<file path="src/peir_pkg.sv">
// Constants, types and carrier definitions for the endpoint interrupt request block.
// Assumes a single core clock of 250 MHz and an Avalon-MM register master.
// Function
// - Only one mode; MSI beats legacy.
// - Shared request port, mode chosen automatically.
// - MSI-X accepted anytime on separate interface.
// - Legacy request sends assert message.
// - Grant only after message handed over.
// - INTx line fixed by build parameter.
// - Deassert sends deassert message, second grant.
// - MSI enabled: request makes one MSI.
// - MSI message carries five-bit vector index.
// - MSI detected on rising request edge.
// - Vector count output is power-of-two code.
// - External MSI-X present only when built.
package peir_pkg;

  // ****************************************************************
  // Register map
  // ****************************************************************
  localparam logic [3:0]  PEIR_ADDR_CTRL     = 4'h0;
  localparam logic [3:0]  PEIR_ADDR_STATUS   = 4'h4;
  localparam logic [3:0]  PEIR_ADDR_MSICFG   = 4'h8;
  localparam logic [3:0]  PEIR_ADDR_COUNT    = 4'hc;
  localparam int          PEIR_CTRL_LEG_BIT  = 0;
  localparam int          PEIR_CTRL_MSI_BIT  = 1;
  localparam int          PEIR_CTRL_MSIX_BIT = 2;
  localparam logic [2:0]  PEIR_CTRL_RESET    = 3'h0;
  localparam logic [2:0]  PEIR_WIDTH_RESET   = 3'h0;
  localparam logic [2:0]  PEIR_WIDTH_MAX     = 3'h5;
  localparam logic [31:0] PEIR_UNMAPPED_DATA = 32'h0000_0000;

  // ****************************************************************
  // Message encodings and message count reset
  // ****************************************************************
  localparam logic [1:0]  PEIR_MSG_NONE      = 2'h0;
  localparam logic [1:0]  PEIR_MSG_INTX_SET  = 2'h1;
  localparam logic [1:0]  PEIR_MSG_INTX_CLR  = 2'h2;
  localparam logic [1:0]  PEIR_MSG_MSI       = 2'h3;
  localparam logic [15:0] PEIR_COUNT_RESET   = 16'h0000;

  typedef enum logic [1:0] {
    PEIR_MODE_OFF = 2'b00,
    PEIR_MODE_LEG = 2'b01,
    PEIR_MODE_MSI = 2'b10
  } peir_mode_e;

endpackage : peir_pkg

</file>
<file path="src/peir_msg_if.sv">
// Carrier between the request engine and the link-side message sender.
// Assumes both ends sit on the same core clock.
`timescale 1ns/1ps
interface peir_msg_if;
  logic       valid;
  logic       ready;
  logic [1:0] kind;
  logic [4:0] vector;

  modport src
  (
    output valid,
    output kind,
    output vector,
    input  ready
  );
  modport snk
  (
    input  valid,
    input  kind,
    input  vector,
    output ready
  );
endinterface : peir_msg_if

</file>
<file path="src/peir_msg_tx.sv">
// Hands one interrupt message at a time to the link block and reports handover.
// Assumes the link block answers with a level ready that may stall any time.
`timescale 1ns/1ps
module peir_msg_tx
  import peir_pkg::*;
(
  input  wire logic       core_clk,
  input  wire logic       rst_b,
  input  wire logic       clk_en,
  peir_msg_if.snk         msg,
  input  wire logic [1:0] line_irq_pin_select,
  output logic            link_valid,
  output logic [1:0]      link_kind,
  output logic [4:0]      link_vector,
  output logic [1:0]      link_pin,
  input  wire logic       link_ready,
  output logic            sent
);

  typedef struct packed {
    logic       busy;
    logic [1:0] kind;
    logic [4:0] vector;
    logic       sent;
  } peir_tx_s;

  peir_tx_s st;
  peir_tx_s next_st;

  always_comb
  begin
    next_st      = st;
    next_st.sent = 1'b0;
    if (!st.busy && msg.valid)
    begin
      next_st.busy   = 1'b1;
      next_st.kind   = msg.kind;
      next_st.vector = msg.vector;
    end
    else if (st.busy && link_ready)
    begin
      // Completion is reported only once the link block has taken the message.
      next_st.busy = 1'b0;
      next_st.sent = 1'b1;
    end
  end

  always_ff @(posedge core_clk)
  begin
    if (!rst_b)
      st <= '0;
    else if (clk_en)
      st <= next_st;
  end

  assign msg.ready   = !st.busy;
  assign link_valid  = st.busy;
  assign link_kind   = st.kind;
  assign link_vector = st.vector;
  assign link_pin    = line_irq_pin_select;
  assign sent        = st.sent;

endmodule : peir_msg_tx

</file>
<file path="src/peir_msix_gate.sv">
// Optional pass-through of the external MSI-X request interface.
// Assumes the vector table and pending array live in user logic.
`timescale 1ns/1ps
module peir_msix_gate
  import peir_pkg::*;
#(
  parameter bit MSIX_EXTERNAL = 1'b1
)
(
  input  wire logic        core_clk,
  input  wire logic        rst_b,
  input  wire logic        clk_en,
  input  wire logic        msix_enable,
  input  wire logic        msix_req,
  input  wire logic [31:0] msix_data,
  input  wire logic [63:0] msix_addr,
  output logic             msix_link_req,
  output logic [31:0]      msix_link_data,
  output logic [63:0]      msix_link_addr,
  input  wire logic        msix_link_done,
  output logic             msix_sent
);

  typedef struct packed {
    logic        req;
    logic [31:0] data;
    logic [63:0] addr;
    logic        sent;
  } peir_mx_s;

  peir_mx_s st;
  peir_mx_s next_st;

  always_comb
  begin
    next_st      = st;
    next_st.sent = 1'b0;
    // Independent of legacy and MSI state, so it is accepted at any time.
    if (!st.req && msix_req && msix_enable && MSIX_EXTERNAL)
    begin
      next_st.req  = 1'b1;
      next_st.data = msix_data;
      next_st.addr = msix_addr;
    end
    else if (st.req && msix_link_done)
    begin
      next_st.req  = 1'b0;
      next_st.sent = 1'b1;
    end
  end

  always_ff @(posedge core_clk)
  begin
    if (!rst_b)
      st <= '0;
    else if (clk_en)
      st <= next_st;
  end

  assign msix_link_req  = st.req;
  assign msix_link_data = st.data;
  assign msix_link_addr = st.addr;
  assign msix_sent      = st.sent;

endmodule : peir_msix_gate

</file>
<file path="src/peir_top.sv">
// Endpoint interrupt request engine: legacy INTx and MSI over one request/grant port.
// Assumes request inputs come from user logic on core_clk; registers on Avalon-MM.
//
// The implementer's own choices: the address map and the Avalon-MM interface to the registers.
`timescale 1ns/1ps
module peir_top
  import peir_pkg::*;
#(
  parameter logic [1:0] INT_PIN       = 2'h0,
  parameter bit         MSIX_EXTERNAL = 1'b1
)
(
  input  wire logic        core_clk,
  input  wire logic        rst_b,
  input  wire logic        clk_en,
  // Avalon-MM slave.
  input  wire logic [3:0]  avs_address,
  input  wire logic        avs_read,
  input  wire logic        avs_write,
  input  wire logic [31:0] avs_writedata,
  input  wire logic [3:0]  avs_byteenable,
  output logic [31:0]      avs_readdata,
  output logic             avs_waitrequest,
  // Shared legacy/MSI request port.
  input  wire logic        irq_request,
  input  wire logic [4:0]  msi_vector_index,
  output logic             irq_grant,
  output logic [2:0]       msi_vector_count,
  // Link-side message port.
  output logic             link_valid,
  output logic [1:0]       link_kind,
  output logic [4:0]       link_vector,
  output logic [1:0]       link_pin,
  input  wire logic        link_ready,
  // External MSI-X.
  input  wire logic        msix_req,
  input  wire logic [31:0] msix_data,
  input  wire logic [63:0] msix_addr,
  output logic             msix_link_req,
  output logic [31:0]      msix_link_data,
  output logic [63:0]      msix_link_addr,
  input  wire logic        msix_link_done,
  output logic             msix_sent
);

  // ****************************************************************
  // State
  // ****************************************************************
  typedef enum logic [2:0] {
    PEIR_ST_IDLE     = 3'b000,
    PEIR_ST_SET_WAIT = 3'b001,
    PEIR_ST_HELD     = 3'b010,
    PEIR_ST_CLR_WAIT = 3'b011,
    PEIR_ST_MSI_WAIT = 3'b100
  } peir_state_e;

  typedef struct packed {
    peir_state_e fsm;
    logic [2:0]  enables;
    logic [2:0]  width;
    logic        req_d;
    logic        issue;
    logic [1:0]  kind;
    logic [4:0]  vector;
    logic [15:0] msg_count;
    logic        rd_ack;
    logic [31:0] rdata;
  } peir_top_s;

  peir_top_s  st;
  peir_top_s  next_st;
  peir_mode_e mode;
  logic       sent;

  peir_msg_if msg ();

  // ****************************************************************
  // Helpers
  // ****************************************************************
  function automatic peir_mode_e pick_mode(input logic [2:0] en);
    if (en[PEIR_CTRL_MSI_BIT])
      pick_mode = PEIR_MODE_MSI;
    else if (en[PEIR_CTRL_LEG_BIT])
      pick_mode = PEIR_MODE_LEG;
    else
      pick_mode = PEIR_MODE_OFF;
  endfunction : pick_mode

  function automatic logic [31:0] merge_be(input logic [31:0] old_v, input logic [31:0] new_v,
                                           input logic [3:0] be);
    for (int i = 0; i < 4; i++)
      merge_be[i*8 +: 8] = be[i] ? new_v[i*8 +: 8] : old_v[i*8 +: 8];
  endfunction : merge_be

  // No user select input: the mode follows only what the host enabled.
  assign mode = pick_mode(st.enables);

  // ****************************************************************
  // Next state
  // ****************************************************************
  always_comb
  begin
    logic [31:0] wv;
    wv          = 32'h0000_0000;
    next_st     = st;
    next_st.rd_ack = 1'b0;
    next_st.req_d  = irq_request;
    if (msg.ready && st.issue)
      next_st.issue = 1'b0;

    case (st.fsm)
      PEIR_ST_IDLE:
      begin
        if (mode == PEIR_MODE_MSI && irq_request && !st.req_d)
        begin
          next_st.issue  = 1'b1;
          next_st.kind   = PEIR_MSG_MSI;
          next_st.vector = msi_vector_index;
          next_st.fsm    = PEIR_ST_MSI_WAIT;
        end
        else if (mode == PEIR_MODE_LEG && irq_request)
        begin
          next_st.issue  = 1'b1;
          next_st.kind   = PEIR_MSG_INTX_SET;
          next_st.vector = 5'h00;
          next_st.fsm    = PEIR_ST_SET_WAIT;
        end
        // With no mode enabled the request is simply not looked at.
      end
      PEIR_ST_SET_WAIT:
        if (sent)
          next_st.fsm = PEIR_ST_HELD;
      PEIR_ST_HELD:
        // Deassert is always sent, even if the host changed mode meanwhile.
        if (!irq_request)
        begin
          next_st.issue = 1'b1;
          next_st.kind  = PEIR_MSG_INTX_CLR;
          next_st.fsm   = PEIR_ST_CLR_WAIT;
        end
      PEIR_ST_CLR_WAIT:
        if (sent)
          next_st.fsm = PEIR_ST_IDLE;
      PEIR_ST_MSI_WAIT:
        if (sent)
          next_st.fsm = PEIR_ST_IDLE;
      default:
        next_st.fsm = PEIR_ST_IDLE;
    endcase

    if (sent)
      next_st.msg_count = 16'(st.msg_count + 16'h0001);

    // Registers answer in the cycle after the request, so waitrequest is high one cycle.
    // A write lands only at the edge where waitrequest is low, so a master that waits sees it once.
    if (avs_write && !st.rd_ack)
      next_st.rd_ack = 1'b1;
    else if (avs_write && st.rd_ack)
    begin
      if (avs_address == PEIR_ADDR_CTRL)
      begin
        wv = merge_be({29'h0, st.enables}, avs_writedata, avs_byteenable);
        next_st.enables = wv[2:0];
      end
      else if (avs_address == PEIR_ADDR_MSICFG)
      begin
        wv = merge_be({29'h0, st.width}, avs_writedata, avs_byteenable);
        next_st.width = (wv[2:0] > PEIR_WIDTH_MAX) ? PEIR_WIDTH_MAX : wv[2:0];
      end
    end
    else if (avs_read && !st.rd_ack)
    begin
      if (avs_address == PEIR_ADDR_CTRL)
        next_st.rdata = {29'h0, st.enables};
      else if (avs_address == PEIR_ADDR_STATUS)
        next_st.rdata = {27'h0, mode, st.fsm};
      else if (avs_address == PEIR_ADDR_MSICFG)
        next_st.rdata = {29'h0, st.width};
      else if (avs_address == PEIR_ADDR_COUNT)
        next_st.rdata = {16'h0, st.msg_count};
      else
        next_st.rdata = PEIR_UNMAPPED_DATA;
      next_st.rd_ack = 1'b1;
    end
  end

  always_ff @(posedge core_clk)
  begin
    if (!rst_b)
    begin
      st         <= '0;
      st.fsm     <= PEIR_ST_IDLE;
      st.enables <= PEIR_CTRL_RESET;
      st.width   <= PEIR_WIDTH_RESET;
      st.msg_count <= PEIR_COUNT_RESET;
    end
    else if (clk_en)
      st <= next_st;
  end

  // ****************************************************************
  // Submodules and outputs
  // ****************************************************************
  assign msg.valid  = st.issue;
  assign msg.kind   = st.kind;
  assign msg.vector = st.vector;

  peir_msg_tx u_tx
  (
    .core_clk            (core_clk),
    .rst_b               (rst_b),
    .clk_en              (clk_en),
    .msg                 (msg),
    .line_irq_pin_select (INT_PIN),
    .link_valid          (link_valid),
    .link_kind           (link_kind),
    .link_vector         (link_vector),
    .link_pin            (link_pin),
    .link_ready          (link_ready),
    .sent                (sent)
  );

  peir_msix_gate #(.MSIX_EXTERNAL(MSIX_EXTERNAL)) u_msix
  (
    .core_clk       (core_clk),
    .rst_b          (rst_b),
    .clk_en         (clk_en),
    .msix_enable    (st.enables[PEIR_CTRL_MSIX_BIT]),
    .msix_req       (msix_req),
    .msix_data      (msix_data),
    .msix_addr      (msix_addr),
    .msix_link_req  (msix_link_req),
    .msix_link_data (msix_link_data),
    .msix_link_addr (msix_link_addr),
    .msix_link_done (msix_link_done),
    .msix_sent      (msix_sent)
  );

  // The grant is the one-cycle handover pulse, one per message sent.
  assign irq_grant        = sent;
  assign msi_vector_count = st.width;
  assign avs_readdata     = st.rdata;
  assign avs_waitrequest  = (avs_read || avs_write) && !st.rd_ack;

endmodule : peir_top

</file>
<file path="config.mk">
export PLATFORM = sky130hd
export DESIGN_NAME = peir_top
export DESIGN_NICKNAME = d
export VERILOG_FILES = /design/src/peir_pkg.sv /design/src/peir_msg_if.sv /design/src/peir_msg_tx.sv /design/src/peir_msix_gate.sv /design/src/peir_top.sv
export SDC_FILE = /design/constraint.sdc
export NUM_CORES = 1
export LEC_CHECK = 0
export BUFFER_PORTS_ARGS = -buffer_cell sky130_fd_sc_hd__buf_2
export CAP_MARGIN = 10
export CORE_MARGIN = 1.5
export CORE_UTILIZATION = 50
export DETAILED_ROUTE_END_ITERATION = 6
export PLACE_DENSITY = 0.87
export SLEW_MARGIN = 15
export SYNTH_ARGS = -nofsm -noshare
export SYNTH_HDL_FRONTEND = slang
export SYNTH_SLANG_ARGS = --single-unit
</file>
<file path="constraint.sdc">
create_clock -name core_clk -period 2.7 [get_ports core_clk]
set_input_delay 0 -clock core_clk [delete_from_list [all_inputs] [get_ports core_clk]]
set_output_delay 0 -clock core_clk [all_outputs]
set_load 0.01 [all_outputs]
</file>
==> implementation parameters, run 1 <==
Parameter                              Value

Critical path
  Worst reg-to-reg setup slack    680 ps
  Slowest cell on the critical path    sky130_fd_sc_hd__buf_4
  Req. time, crit path    3020 ps
  Type of destination of the critical path    flip-flop
  Cells along the critical path    nand2_1 -> or3_2 -> buf_4 -> nand2_1 -> a21oi_1
  CP Data Arrival Time    2340 ps
  Path depth of the worst reg2reg path    5
  Type of the worst setup path    reg2reg
  Critical path fanouts, max    97
  Most common cell on crit path    sky130_fd_sc_hd__nand2_1
  Slowest Stage Delay on Critical Path    730 ps
  Startpoint kind of the worst setup timing path    flip-flop

Layout
  Area of all sequential standard cells    3163 sq um
  Layout cell share with drive strength beyond 1    0.2699
  Count of non-filler cells in the finished layout    1250
  Count of fill cells added during filler insertion    757
  Final core area utilization    0.7472
  Area Overhead vs Synth    44.70%
  Diodes inserted    0
  Area of combinational cells with multiple inputs    2621 sq um
  Nets    1220

Logic synthesis
  Top post-synthesis cells by area    sky130_fd_sc_hd__dfxtp_1 51%, sky130_fd_sc_hd__nand2_1 13%, sky130_fd_sc_hd__a21oi_1 9.4%
  Share of synthesized area occupied by flip-flops and latches    0.5078
  Post-synth EDFFs    0
  Post-synthesis async set-or-reset flop share    0
  Avg Synthesized Cell Area    8.195 sq um
  YS warnings    0
  Top cell type by total area after synthesis    sky130_fd_sc_hd__dfxtp_1
  Yosys reg bits    158
  Post-synthesis cell area    6228 sq um
  Synth top area share    0.5078
  Predominant post-synthesis flop cell    sky130_fd_sc_hd__dfxtp_1
  Most numerous cell types in the synthesized netlist    209 x sky130_fd_sc_hd__nand2_1, 158 x sky130_fd_sc_hd__dfxtp_1, 117 x sky130_fd_sc_hd__a21oi_1
  Most used standard cell by instance count after synthesis    sky130_fd_sc_hd__nand2_1
  Count of unique library cells instantiated by Yosys    50
  Post-synthesis instance total    760

STA
  Final setup violation count    0
  Worst slew margin    0.3336
  Final Hold Vio Count    0
  Final number of max-transition violations    0
  Final clock period utilization by the worst path    0.7485
  Transition time of the tightest slew-check pin    999.7 ps
  Min Clock Period, post-route    2021 ps
  Skew final    10.19 ps
  Crit path setup slack, layout    679.2 ps
  Final total negative setup slack    0 ps
  Maximum frequency from static timing analysis    494.8 MHz
  RSZ-0062 raised after global routing    false

CTS
  Library cell used as clock root buffer    sky130_fd_sc_hd__clkbuf_16
  Clock transition at the registers of the reported paths    60 ps
  Maximum count of clock buffers along a single path    2
  Clock H-tree levels    4
  Clock buffer count from CTS    17
  Clock tree sinks    158
  Clock latency on the worst-skew pair    420 ps
  Setup Buffers After CTS    0
  Clock tree from TritonCTS    built

Floorplan
  Chip height    114.6 um
  Die ar.    13140 sq um
  Horizontal extent of the die    114.6 um
  Area of the core    12060 sq um
  Number of placement rows    40
  Initial standard-cell utilization of the core    0.5164
  Count of boundary I/O pins    295

Global routing
  Via count of the first global-routing pass    6643
  Largest net degree at the start of global routing    98
  Antenna violations before repair    0
  Remaining Overflow, GRT    0
  Total routing usage reported by global routing    0.3405
  Wire length of the first global-routing pass    34130 um

Power
  Power density of the placed cells    566.8 nW/um^2
  Static leakage    3.927 nW
  Peak supply drop    0.4003 mV
  Total Power    0.005108 W

Status
  Outcome    complete, no violations

Route
  Initial DRC Count    710
  DR WL/cell    18.07 um
  DRT Pass-1 Iters    5
  Via count of the routed design    6801
  Routed via count divided by cell count    5.441
  DRC errors left    0
  Antenna-violating nets left    0
  Total Wirelength    22580 um

Placed design
  Weighted congestion reported at the end of routability-driven placement    0.8597
  Number of port buffers    244
  Post-Place Worst Slack    936.4 ps
  # placed instances    1106
  Sum of net half-perimeters after detailed placement    11330 um

Run
  # Max-Cap Violations    0

Hold path
  Min-Delay Path Class    in2reg
  Instance count along the most critical hold path    5
## cell type report
type,instances,share of cell area
clock inverters,10,0.01541
inverters,4,0.001944
clock buffers,22,0.05040
repair buffers,363,0.2671
multi-input cells,525,0.2909
well taps,168,0.02332
flip-flops and latches,158,0.3510
## critical path, delay by kind of cell (launching register included)
kind | cells | cell delay, ps
DFF | 1 | 340
AOI/OAI and AO/OA | 1 | 290
buffers and inverters | 1 | 730
and+or+nand+nor | 3 | 490
## final timing paths
kind,from,endpoint
hold reg to reg,u_msix.msix_link_addr[0],u_msix.msix_link_addr[0]
setup / recovery,st[63],u_msix.msix_link_addr[27]
hold / removal,msix_req,u_msix.msix_link_addr[42]
setup reg to reg,st[63],u_msix.msix_link_addr[27]
## cells in the final DEF, fill, tap and decap left out, types with 6 or more instances in the layout
| cell | instances |
|---|---|
| sky130_fd_sc_hd__a21oi_1 | 117 |
| sky130_fd_sc_hd__a22oi_1 | 13 |
| sky130_fd_sc_hd__buf_2 | 244 |
| sky130_fd_sc_hd__buf_4 | 6 |
| sky130_fd_sc_hd__clkbuf_16 | 17 |
| sky130_fd_sc_hd__conb_1 | 18 |
| sky130_fd_sc_hd__dfxtp_1 | 158 |
| sky130_fd_sc_hd__dlygate4sd3_1 | 112 |
| sky130_fd_sc_hd__mux2i_1 | 16 |
| sky130_fd_sc_hd__nand2_1 | 209 |
| sky130_fd_sc_hd__nand2b_1 | 8 |
| sky130_fd_sc_hd__nand3_1 | 17 |
| sky130_fd_sc_hd__nor2_1 | 46 |
| sky130_fd_sc_hd__o21ai_0 | 11 |
| sky130_fd_sc_hd__xor2_1 | 6 |
## timing repair
item,4_1_cts,5_1_grt
hold buffers,112,0
hold endpoints to repair,118,0
setup endpoints to repair,0,0
resized for setup,0,0
## stage by stage
| step | hold WS, ps | instance area, sq um |
|---|---|---|
| 2_1_floorplan | 136.0 | 6292 |
| 4_1_cts | 8.444 | 9012 |
| 6_report | 36.21 | 9012 |
| 3_3_place_gp | 238.8 | 7298 |
| 5_1_grt | 31.85 | 9012 |
| 3_5_place_dp | 245.7 | 7298 |
## sequential cells by signal, indices dropped and copies added, names as in the netlist
register               cells
u_tx.link_valid            1
msi_vector_count           3
avs_readdata              16
msg.valid                  1
u_msix.msix_sent           1
u_tx.link_vector           5
st                        24
u_tx.sent                  1
u_msix.msix_link_req       1
u_msix.msix_link_addr     64
u_tx.link_kind             2
u_msix.msix_link_data     32
msg.vector                 5
msg.kind                   2
## per-layer routing
layer  GRT usage  share of wire  vias to the layer above
met3      0.1207          0.089                      136
met1      0.3471           0.35                     3114
met2      0.5745           0.49                      443
met5           0              0                        -
li1            -              -                     3108
met4      0.2542          0.070                        0
## power breakdown
group	internal, W	total [W]	switching [W]	leakage (nW)
combinational	0.000184	0.000332	0.000148	2.37
clock	0.00148	0.00244	0.000958	0.288
sequential	0.00234	0.00234	0.00000344	1.27
total	0.00400	0.00511	0.00111	3.93
## cell families (layout without fill, tap and decap cells)
logic type / count (synthesis) / in the layout / synth area share
flip-flops: 158 / 158 / 0.5078
AO/OA/AOI/OAI: 159 / 159 / 0.1420
XOR/XNOR: 9 / 9 / 0.01266
adder cells (fa/ha/maj): 1 / 1 / 0.002009
buffers and inverters: 94 / 399 / 0.08276
AND/OR/NAND/NOR: 318 / 318 / 0.2192
other: 1 / 18 / 0.0006021
multiplexers: 20 / 20 / 0.03294
Note: power is estimated with default switching activity, not from simulation.
==> run 2, diff against run 1 <==
- ABC_AREA: not set -> 1
- CORE_UTILIZATION: 50 -> 42
- PLACE_DENSITY: 0.87 -> 0.78
- clock period: 2.7 -> 1.7 ns (I/O delays scaled with it)
==> implementation parameters, run 2 <==
Parameter                              Value

Status
  Outcome    complete, no violations (unchanged)

Logic synthesis
  YS warnings    0 (unchanged)
  Most numerous cell types in the synthesized netlist    243 x sky130_fd_sc_hd__nor2_1, 158 x sky130_fd_sc_hd__dfxtp_1, 115 x sky130_fd_sc_hd__o21ai_0 (was 209 x sky130_fd_sc_hd__nand2_1, 158 x sky130_fd_sc_hd__dfxtp_1, 117 x sky130_fd_sc_hd__a21oi_1)
  Predominant post-synthesis flop cell    sky130_fd_sc_hd__dfxtp_1 (unchanged)
  Post-synth EDFFs    0 (unchanged)
  Post-synthesis cell area    6259 sq um (was 6228 sq um)
  Post-synthesis async set-or-reset flop share    0 (unchanged)
  Share of synthesized area occupied by flip-flops and latches    0.5054 (was 0.5078)
  Top cell type by total area after synthesis    sky130_fd_sc_hd__dfxtp_1 (unchanged)
  Post-synthesis instance total    820 (was 760)
  Top post-synthesis cells by area    sky130_fd_sc_hd__dfxtp_1 51%, sky130_fd_sc_hd__nor2_1 15%, sky130_fd_sc_hd__o21ai_0 9.2% (was sky130_fd_sc_hd__dfxtp_1 51%, sky130_fd_sc_hd__nand2_1 13%, sky130_fd_sc_hd__a21oi_1 9.4%)
  Yosys reg bits    158 (unchanged)
  Synth top area share    0.5054 (was 0.5078)
  Most used standard cell by instance count after synthesis    sky130_fd_sc_hd__nor2_1 (was sky130_fd_sc_hd__nand2_1)
  Avg Synthesized Cell Area    7.632 sq um (was 8.195 sq um)
  Count of unique library cells instantiated by Yosys    36 (was 50)

CTS
  Clock H-tree levels    4 (unchanged)
  Clock tree from TritonCTS    built (unchanged)
  Clock transition at the registers of the reported paths    60 ps (about the same)
  Quantity of hold-fixing buffers added after cts    114 (was 112)
  Clock latency on the worst-skew pair    420 ps (about the same)
  Post-CTS Resized    0 (unchanged)
  Clock buffer count from CTS    17 (unchanged)
  Clock tree sinks    158 (unchanged)
  Maximum count of clock buffers along a single path    2 (unchanged)
  Setup Buffers After CTS    0 (unchanged)
  Library cell used as clock root buffer    sky130_fd_sc_hd__clkbuf_16 (unchanged)

Layout
  Nets    1298 (was 1220)
  Most common cell after layout, fill and taps aside    sky130_fd_sc_hd__buf_2 (unchanged)
  Layout cell share with drive strength beyond 1    0.2554 (was 0.2699)
  Diodes inserted    0 (unchanged)
  Area Overhead vs Synth    46.66% (was 44.70%)
  Number of flip-flops in the largest register    64 (unchanged)
  Highest-count cells in the layout ignoring fill and taps    244 x sky130_fd_sc_hd__buf_2, 243 x sky130_fd_sc_hd__nor2_1, 158 x sky130_fd_sc_hd__dfxtp_1 (was 244 x sky130_fd_sc_hd__buf_2, 209 x sky130_fd_sc_hd__nand2_1, 158 x sky130_fd_sc_hd__dfxtp_1)

Floorplan
  Count of boundary I/O pins    295 (unchanged)
  Chip height    125.1 um (was 114.6 um)
  Horizontal extent of the die    125.1 um (was 114.6 um)
  Area of the core    14530 sq um (was 12060 sq um)
  Initial standard-cell utilization of the core    0.4306 (was 0.5164)
  Number of placement rows    44 (was 40)
  Die ar.    15640 sq um (was 13140 sq um)

STA
  Min Clock Period, post-route    1423 ps (was 2021 ps)
  Final total negative setup slack    0 ps (unchanged)
  Skew final    10.45 ps (was 10.19 ps)
  Final setup violation count    0 (unchanged)
  Final number of max-transition violations    0 (unchanged)
  Final Hold Vio Count    0 (unchanged)
  Final clock period utilization by the worst path    0.8370 (was 0.7485)
  Maximum frequency from static timing analysis    702.8 MHz (was 494.8 MHz)
  RSZ-0062 raised after global routing    false (unchanged)

Global routing
  Via count of the first global-routing pass    6274 (was 6643)
  Total routing usage reported by global routing    0.2414 (was 0.3405)
  Antenna violations before repair    0 (unchanged)
  Wire length of the first global-routing pass    30500 um (was 34130 um)
  Remaining Overflow, GRT    0 (unchanged)
  Largest net degree at the start of global routing    70 (was 98)

Critical path
  Slowest Stage Delay on Critical Path    380 ps (was 730 ps)
  Reg-to-Reg End    st[45] (was u_msix.msix_link_addr[27])
  Req. time, crit path    1990 ps (was 3020 ps)
  Type of the worst setup path    reg2reg (unchanged)
  Worst reg-to-reg setup slack    280 ps (was 680 ps)
  CP Buf/Inv Count    0 (was 1)
  Cells along the critical path    ha_1 -> nand2_1 -> nor2_1 -> nand2_2 -> nor2_4 -> nand3_1 -> nor2_1 -> nor3_1 (was nand2_1 -> or3_2 -> buf_4 -> nand2_1 -> a21oi_1)
  Startpoint kind of the worst setup timing path    flip-flop (unchanged)
  Crit Reg-Reg Startpoint    st[34] (was st[63])
  Dominant delay contributor by cell family on the critical path    simple AND/OR/NAND/NOR gates (was buffers and inverters)
  Slowest cell on the critical path    sky130_fd_sc_hd__dfxtp_1 (was sky130_fd_sc_hd__buf_4)
  Critical path fanouts, max    6 (was 97)
  CP Data Arrival Time    1710 ps (was 2340 ps)
  Most common cell on crit path    sky130_fd_sc_hd__nor2_1 (was sky130_fd_sc_hd__nand2_1)
  Type of destination of the critical path    flip-flop (unchanged)
  Path depth of the worst reg2reg path    8 (was 5)

Power
  Power density of the placed cells    901.2 nW/um^2 (was 566.8 nW/um^2)
  Total Power    0.008272 W (was 0.005108 W)
  Static leakage    4.155 nW (was 3.927 nW)
  Peak supply drop    0.6406 mV (was 0.4003 mV)

Route
  Total Wirelength    19140 um (was 22580 um)
  Routed via count divided by cell count    4.918 (was 5.441)
  Via count of the routed design    6605 (was 6801)
  Initial DRC Count    407 (was 710)
  DR WL/cell    14.25 um (was 18.07 um)
  DRC errors left    0 (unchanged)
  Antenna-violating nets left    0 (unchanged)
  DRT Pass-1 Iters    6 (was 5)

Hold path
  Worst hold start    avs_byteenable[0] (was msix_req)
  Min-Delay Path Class    in2reg (unchanged)
  Instance count along the most critical hold path    3 (was 5)
  Terminating pin of the worst hold path    st[62] (was u_msix.msix_link_addr[42])

Placed design
  Number of port buffers    244 (unchanged)
  Weighted congestion reported at the end of routability-driven placement    0.8281 (was 0.8597)
  Sum of net half-perimeters after detailed placement    11310 um (was 11330 um)

Run
  # Max-Cap Violations    0 (unchanged)
## run 2: metrics by stage
stage                     instance area [sq um]  hold WS [ps]  worst slack, ps  cells  utilization
after detailed placement                   7442         241.8            301.8   1198       0.5121
after global placement                     7442         235.5            292.4   1198       0.5121
after floorplan                            6322         148.8            405.8    837            -
after global routing                       9179         44.52            144.4   1343       0.6315
after CTS                                  9179         13.05            281.2   1343       0.6315
final                                      9179         39.32            277.0   1343       0.6315
## run 2: cells by family (layout without fill, tap and decap cells)
| group | count (synthesis) | in the layout | synth area share |
|---|---|---|---|
| AND/OR/NAND/NOR | 359 | 359 | 0.2383 |
| AO/OA/AOI/OAI | 184 | 184 | 0.1551 |
| flip-flops | 158 | 158 | 0.5054 |
| buffers and inverters | 116 | 438 | 0.09716 |
| adder cells (fa/ha/maj) | 1 | 1 | 0.001999 |
| other | 1 | 18 | 0.0005992 |
| XOR/XNOR | 1 | 1 | 0.001400 |
## run 2: how the worst max path moves through the flow
stage                         to  cells past startpoint      start  slack, ps
after global placement    st[47]                      8     st[34]        290
after detailed placement  st[47]                      8     st[34]        300
after global routing      st[47]                      8     st[34]        140
after floorplan           st[47]                      7  u_tx.sent        410
after CTS                 st[45]                      8     st[34]        280
final                     st[45]                      8     st[34]        280
## run 2: area by class of cell
type	instances	area, sq um
tap	184	230.2
sequential	158	3163
timing repair buffer	369	2495
clock buffer	20	456.7
fill	1175	5355
clock inverter	11	138.9
multi-input combinational	563	2551
inverter	38	143.9
## run 2: routing by layer
layer	GRT usage	vias to the layer above	share of wire
met5	0	-	0
met4	0.1243	0	0.037
met3	0.06675	51	0.074
met1	0.2717	2993	0.40
li1	-	3259	-
met2	0.4179	302	0.49
## run 2: worst min-delay path, cell delays in order
cell and delay [ps]:
sky130_fd_sc_hd__buf_2 140, sky130_fd_sc_hd__nand4_1 190, sky130_fd_sc_hd__a21oi_1 90
## run 2: power by group
part	internal, W	total, W	leakage [nW]	switching (W)
Clock	0.00237	0.00387	0.292	0.00150
Combinational	0.000347	0.000654	2.59	0.000307
Sequential	0.00372	0.00375	1.27	0.0000216
Total	0.00644	0.00827	4.15	0.00183
==> run 3, diff against run 2 <==
- CORE_UTILIZATION: 42 -> 46
- PLACE_DENSITY: 0.78 -> 0.81
- clock period: 1.7 -> 1.41 ns (I/O delays scaled with it)
==> implementation parameters, run 3 (same netlist as run 2, synthesis figures left out) <==
Parameter                              Value

STA
  Skew final    8.818 ps (was 10.45 ps)
  Final Hold Vio Count    0 (unchanged)
  Maximum frequency from static timing analysis    747.2 MHz
  Final total negative setup slack    0 ps (unchanged)
  Worst hold margin    28.32 ps (was 39.32 ps)
  Final clock period utilization by the worst path    0.9491
  Min Clock Period, post-route    1338 ps
  Final number of max-transition violations    0 (unchanged)
  Final setup violation count    0 (unchanged)

Layout
  Highest-count cells in the layout ignoring fill and taps    242 x sky130_fd_sc_hd__buf_2, 241 x sky130_fd_sc_hd__nor2_1, 156 x sky130_fd_sc_hd__dfxtp_1 (was 244 x sky130_fd_sc_hd__buf_2, 243 x sky130_fd_sc_hd__nor2_1, 158 x sky130_fd_sc_hd__dfxtp_1)
  Most common cell after layout, fill and taps aside    sky130_fd_sc_hd__buf_2 (unchanged)
  Diodes inserted    0 (unchanged)
  Number of flip-flops in the largest register    64 (unchanged)
  Nets    1307 (was 1298)
  Post-layout instance area    9376 sq um (was 9179 sq um)
  Layout cell share with drive strength beyond 1    0.2688 (was 0.2554)
  Area Overhead vs Synth    49.82% (was 46.66%)

Placed design
  Cell Area, Placed    7493 sq um (was 7442 sq um)
  Sum of net half-perimeters after detailed placement    11810 um (was 11310 um)
  Number of port buffers    244 (unchanged)
  Weighted congestion reported at the end of routability-driven placement    0.8444 (was 0.8281)

Critical path
  Req. time, crit path    1700 ps (was 1990 ps)
  CP Data Arrival Time    1630 ps (was 1710 ps)
  Type of the worst setup path    in2reg (was reg2reg)
  Type of destination of the critical path    flip-flop (unchanged)
  Startpoint kind of the worst setup timing path    primary input (was flip-flop)
  Critical path fanouts, max    12 (was 6)

Global routing
  Total routing usage reported by global routing    0.2858 (was 0.2414)
  Antenna violations before repair    0 (unchanged)
  Wire length of the first global-routing pass    32290 um (was 30500 um)
  Via count of the first global-routing pass    6697 (was 6274)
  Largest net degree at the start of global routing    58 (was 70)
  Remaining Overflow, GRT    0 (unchanged)

Run
  # Max-Cap Violations    0 (unchanged)

CTS
  Maximum count of clock buffers along a single path    2 (unchanged)
  Clock tree sinks    158 (unchanged)
  Clock latency on the worst-skew pair    430 ps (was 420 ps)
  Clock tree from TritonCTS    built (unchanged)
  Clock H-tree levels    4 (unchanged)
  Clock buffer count from CTS    17 (unchanged)
  Library cell used as clock root buffer    sky130_fd_sc_hd__clkbuf_16 (unchanged)
  Clock transition at the registers of the reported paths    60 ps (about the same)

Route
  Total Wirelength    20930 um (was 19140 um)
  Antenna-violating nets left    0 (unchanged)
  DR WL/cell    15.57 um (was 14.25 um)
  Via count of the routed design    6888 (was 6605)
  Initial DRC Count    533 (was 407)
  Routed via count divided by cell count    5.125 (was 4.918)
  DRC errors left    0 (unchanged)
  DRT Pass-1 Iters    5 (was 6)

Power
  Static leakage    4.255 nW (was 4.155 nW)
  Power density of the placed cells    1144 nW/um^2 (was 901.2 nW/um^2)
  Peak supply drop    0.9741 mV (was 0.6406 mV)

Floorplan
  Initial standard-cell utilization of the core    0.4726 (was 0.4306)
  Number of placement rows    42 (was 44)
  Area of the core    13240 sq um (was 14530 sq um)
  Die ar.    14310 sq um (was 15640 sq um)
  Horizontal extent of the die    119.6 um (was 125.1 um)
  Count of boundary I/O pins    295 (unchanged)
  Chip height    119.6 um (was 125.1 um)

Status
  Outcome    complete, no violations (unchanged)

Hold path
  Min-Delay Path Class    in2reg (unchanged)
==> run 3: path summary, 6_finish.rpt <==
kind                        startpoint                  endpoint  slack, ps  cells past startpoint
hold / removal       avs_byteenable[0]       msi_vector_count[1]         30                      4
hold reg to reg    u_tx.link_vector[4]       u_tx.link_vector[4]        460                      2
setup reg to reg  u_msix.msix_link_req  u_msix.msix_link_data[0]         90                      5
setup / recovery                clk_en                    st[63]         70                      7
==> run 3: layout make-up <==
type                    instances  area, sq um
flip-flops and latches        158         3168
clock inverters                11        236.5
well taps                     176        220.2
clock buffers                  20        456.7
repair buffers                378         2567
multi-input cells             563         2582
inverters                      38        145.1
fillers                       945         3866
==> run 3: what timing repair did <==
action	4_1_cts	5_1_grt
endpoints found under the hold margin	111	0
buffers inserted	0	1
hold buffers	114	0
setup endpoints to repair	0	19
gates resized for setup	0	15
==> run 3: per-layer routing <==
layer  GRT usage  up-vias  share of wire
li1            -     3277              -
met1      0.3094     3148           0.37
met2      0.4856      364           0.49
met3     0.08935       99          0.080
met4      0.1793        0          0.057
met5           0        -              0
==> run 3: worst max-delay path, cell delays in order <==
cell and delay [ps]:
sky130_fd_sc_hd__dlygate4sd3_1 570, sky130_fd_sc_hd__clkbuf_4 250, sky130_fd_sc_hd__nand2_1 90, sky130_fd_sc_hd__nor2_2 150, sky130_fd_sc_hd__nand4_1 240, sky130_fd_sc_hd__o21ai_0 240
sky130_fd_sc_hd__a21oi_1 80
==> run 3: report_power, final <==
group	switching [W]	internal, W	total, W
logic	0.000391	0.000432	0.000823
clock network	0.00181	0.00358	0.00539
registers	0.0000230	0.00449	0.00451
total	0.00222	0.00850	0.0107
==> run 3: metrics by stage <==
| stage | setup WS, ps | instances | utilization | total power [W] |
|---|---|---|---|---|
| 5_1_grt | -10.01 | 1344 | 0.7081 | 0.01104 |
| 6_report | 71.73 | 1344 | 0.7081 | 0.01072 |
| 3_3_place_gp | 80.37 | 1198 | 0.5659 | 0.005122 |
| 4_1_cts | 35.07 | 1343 | 0.7044 | 0.01070 |
| 2_1_floorplan | 115.8 | 837 | - | 0.004924 |
| 3_5_place_dp | 44.05 | 1198 | 0.5659 | 0.005131 |
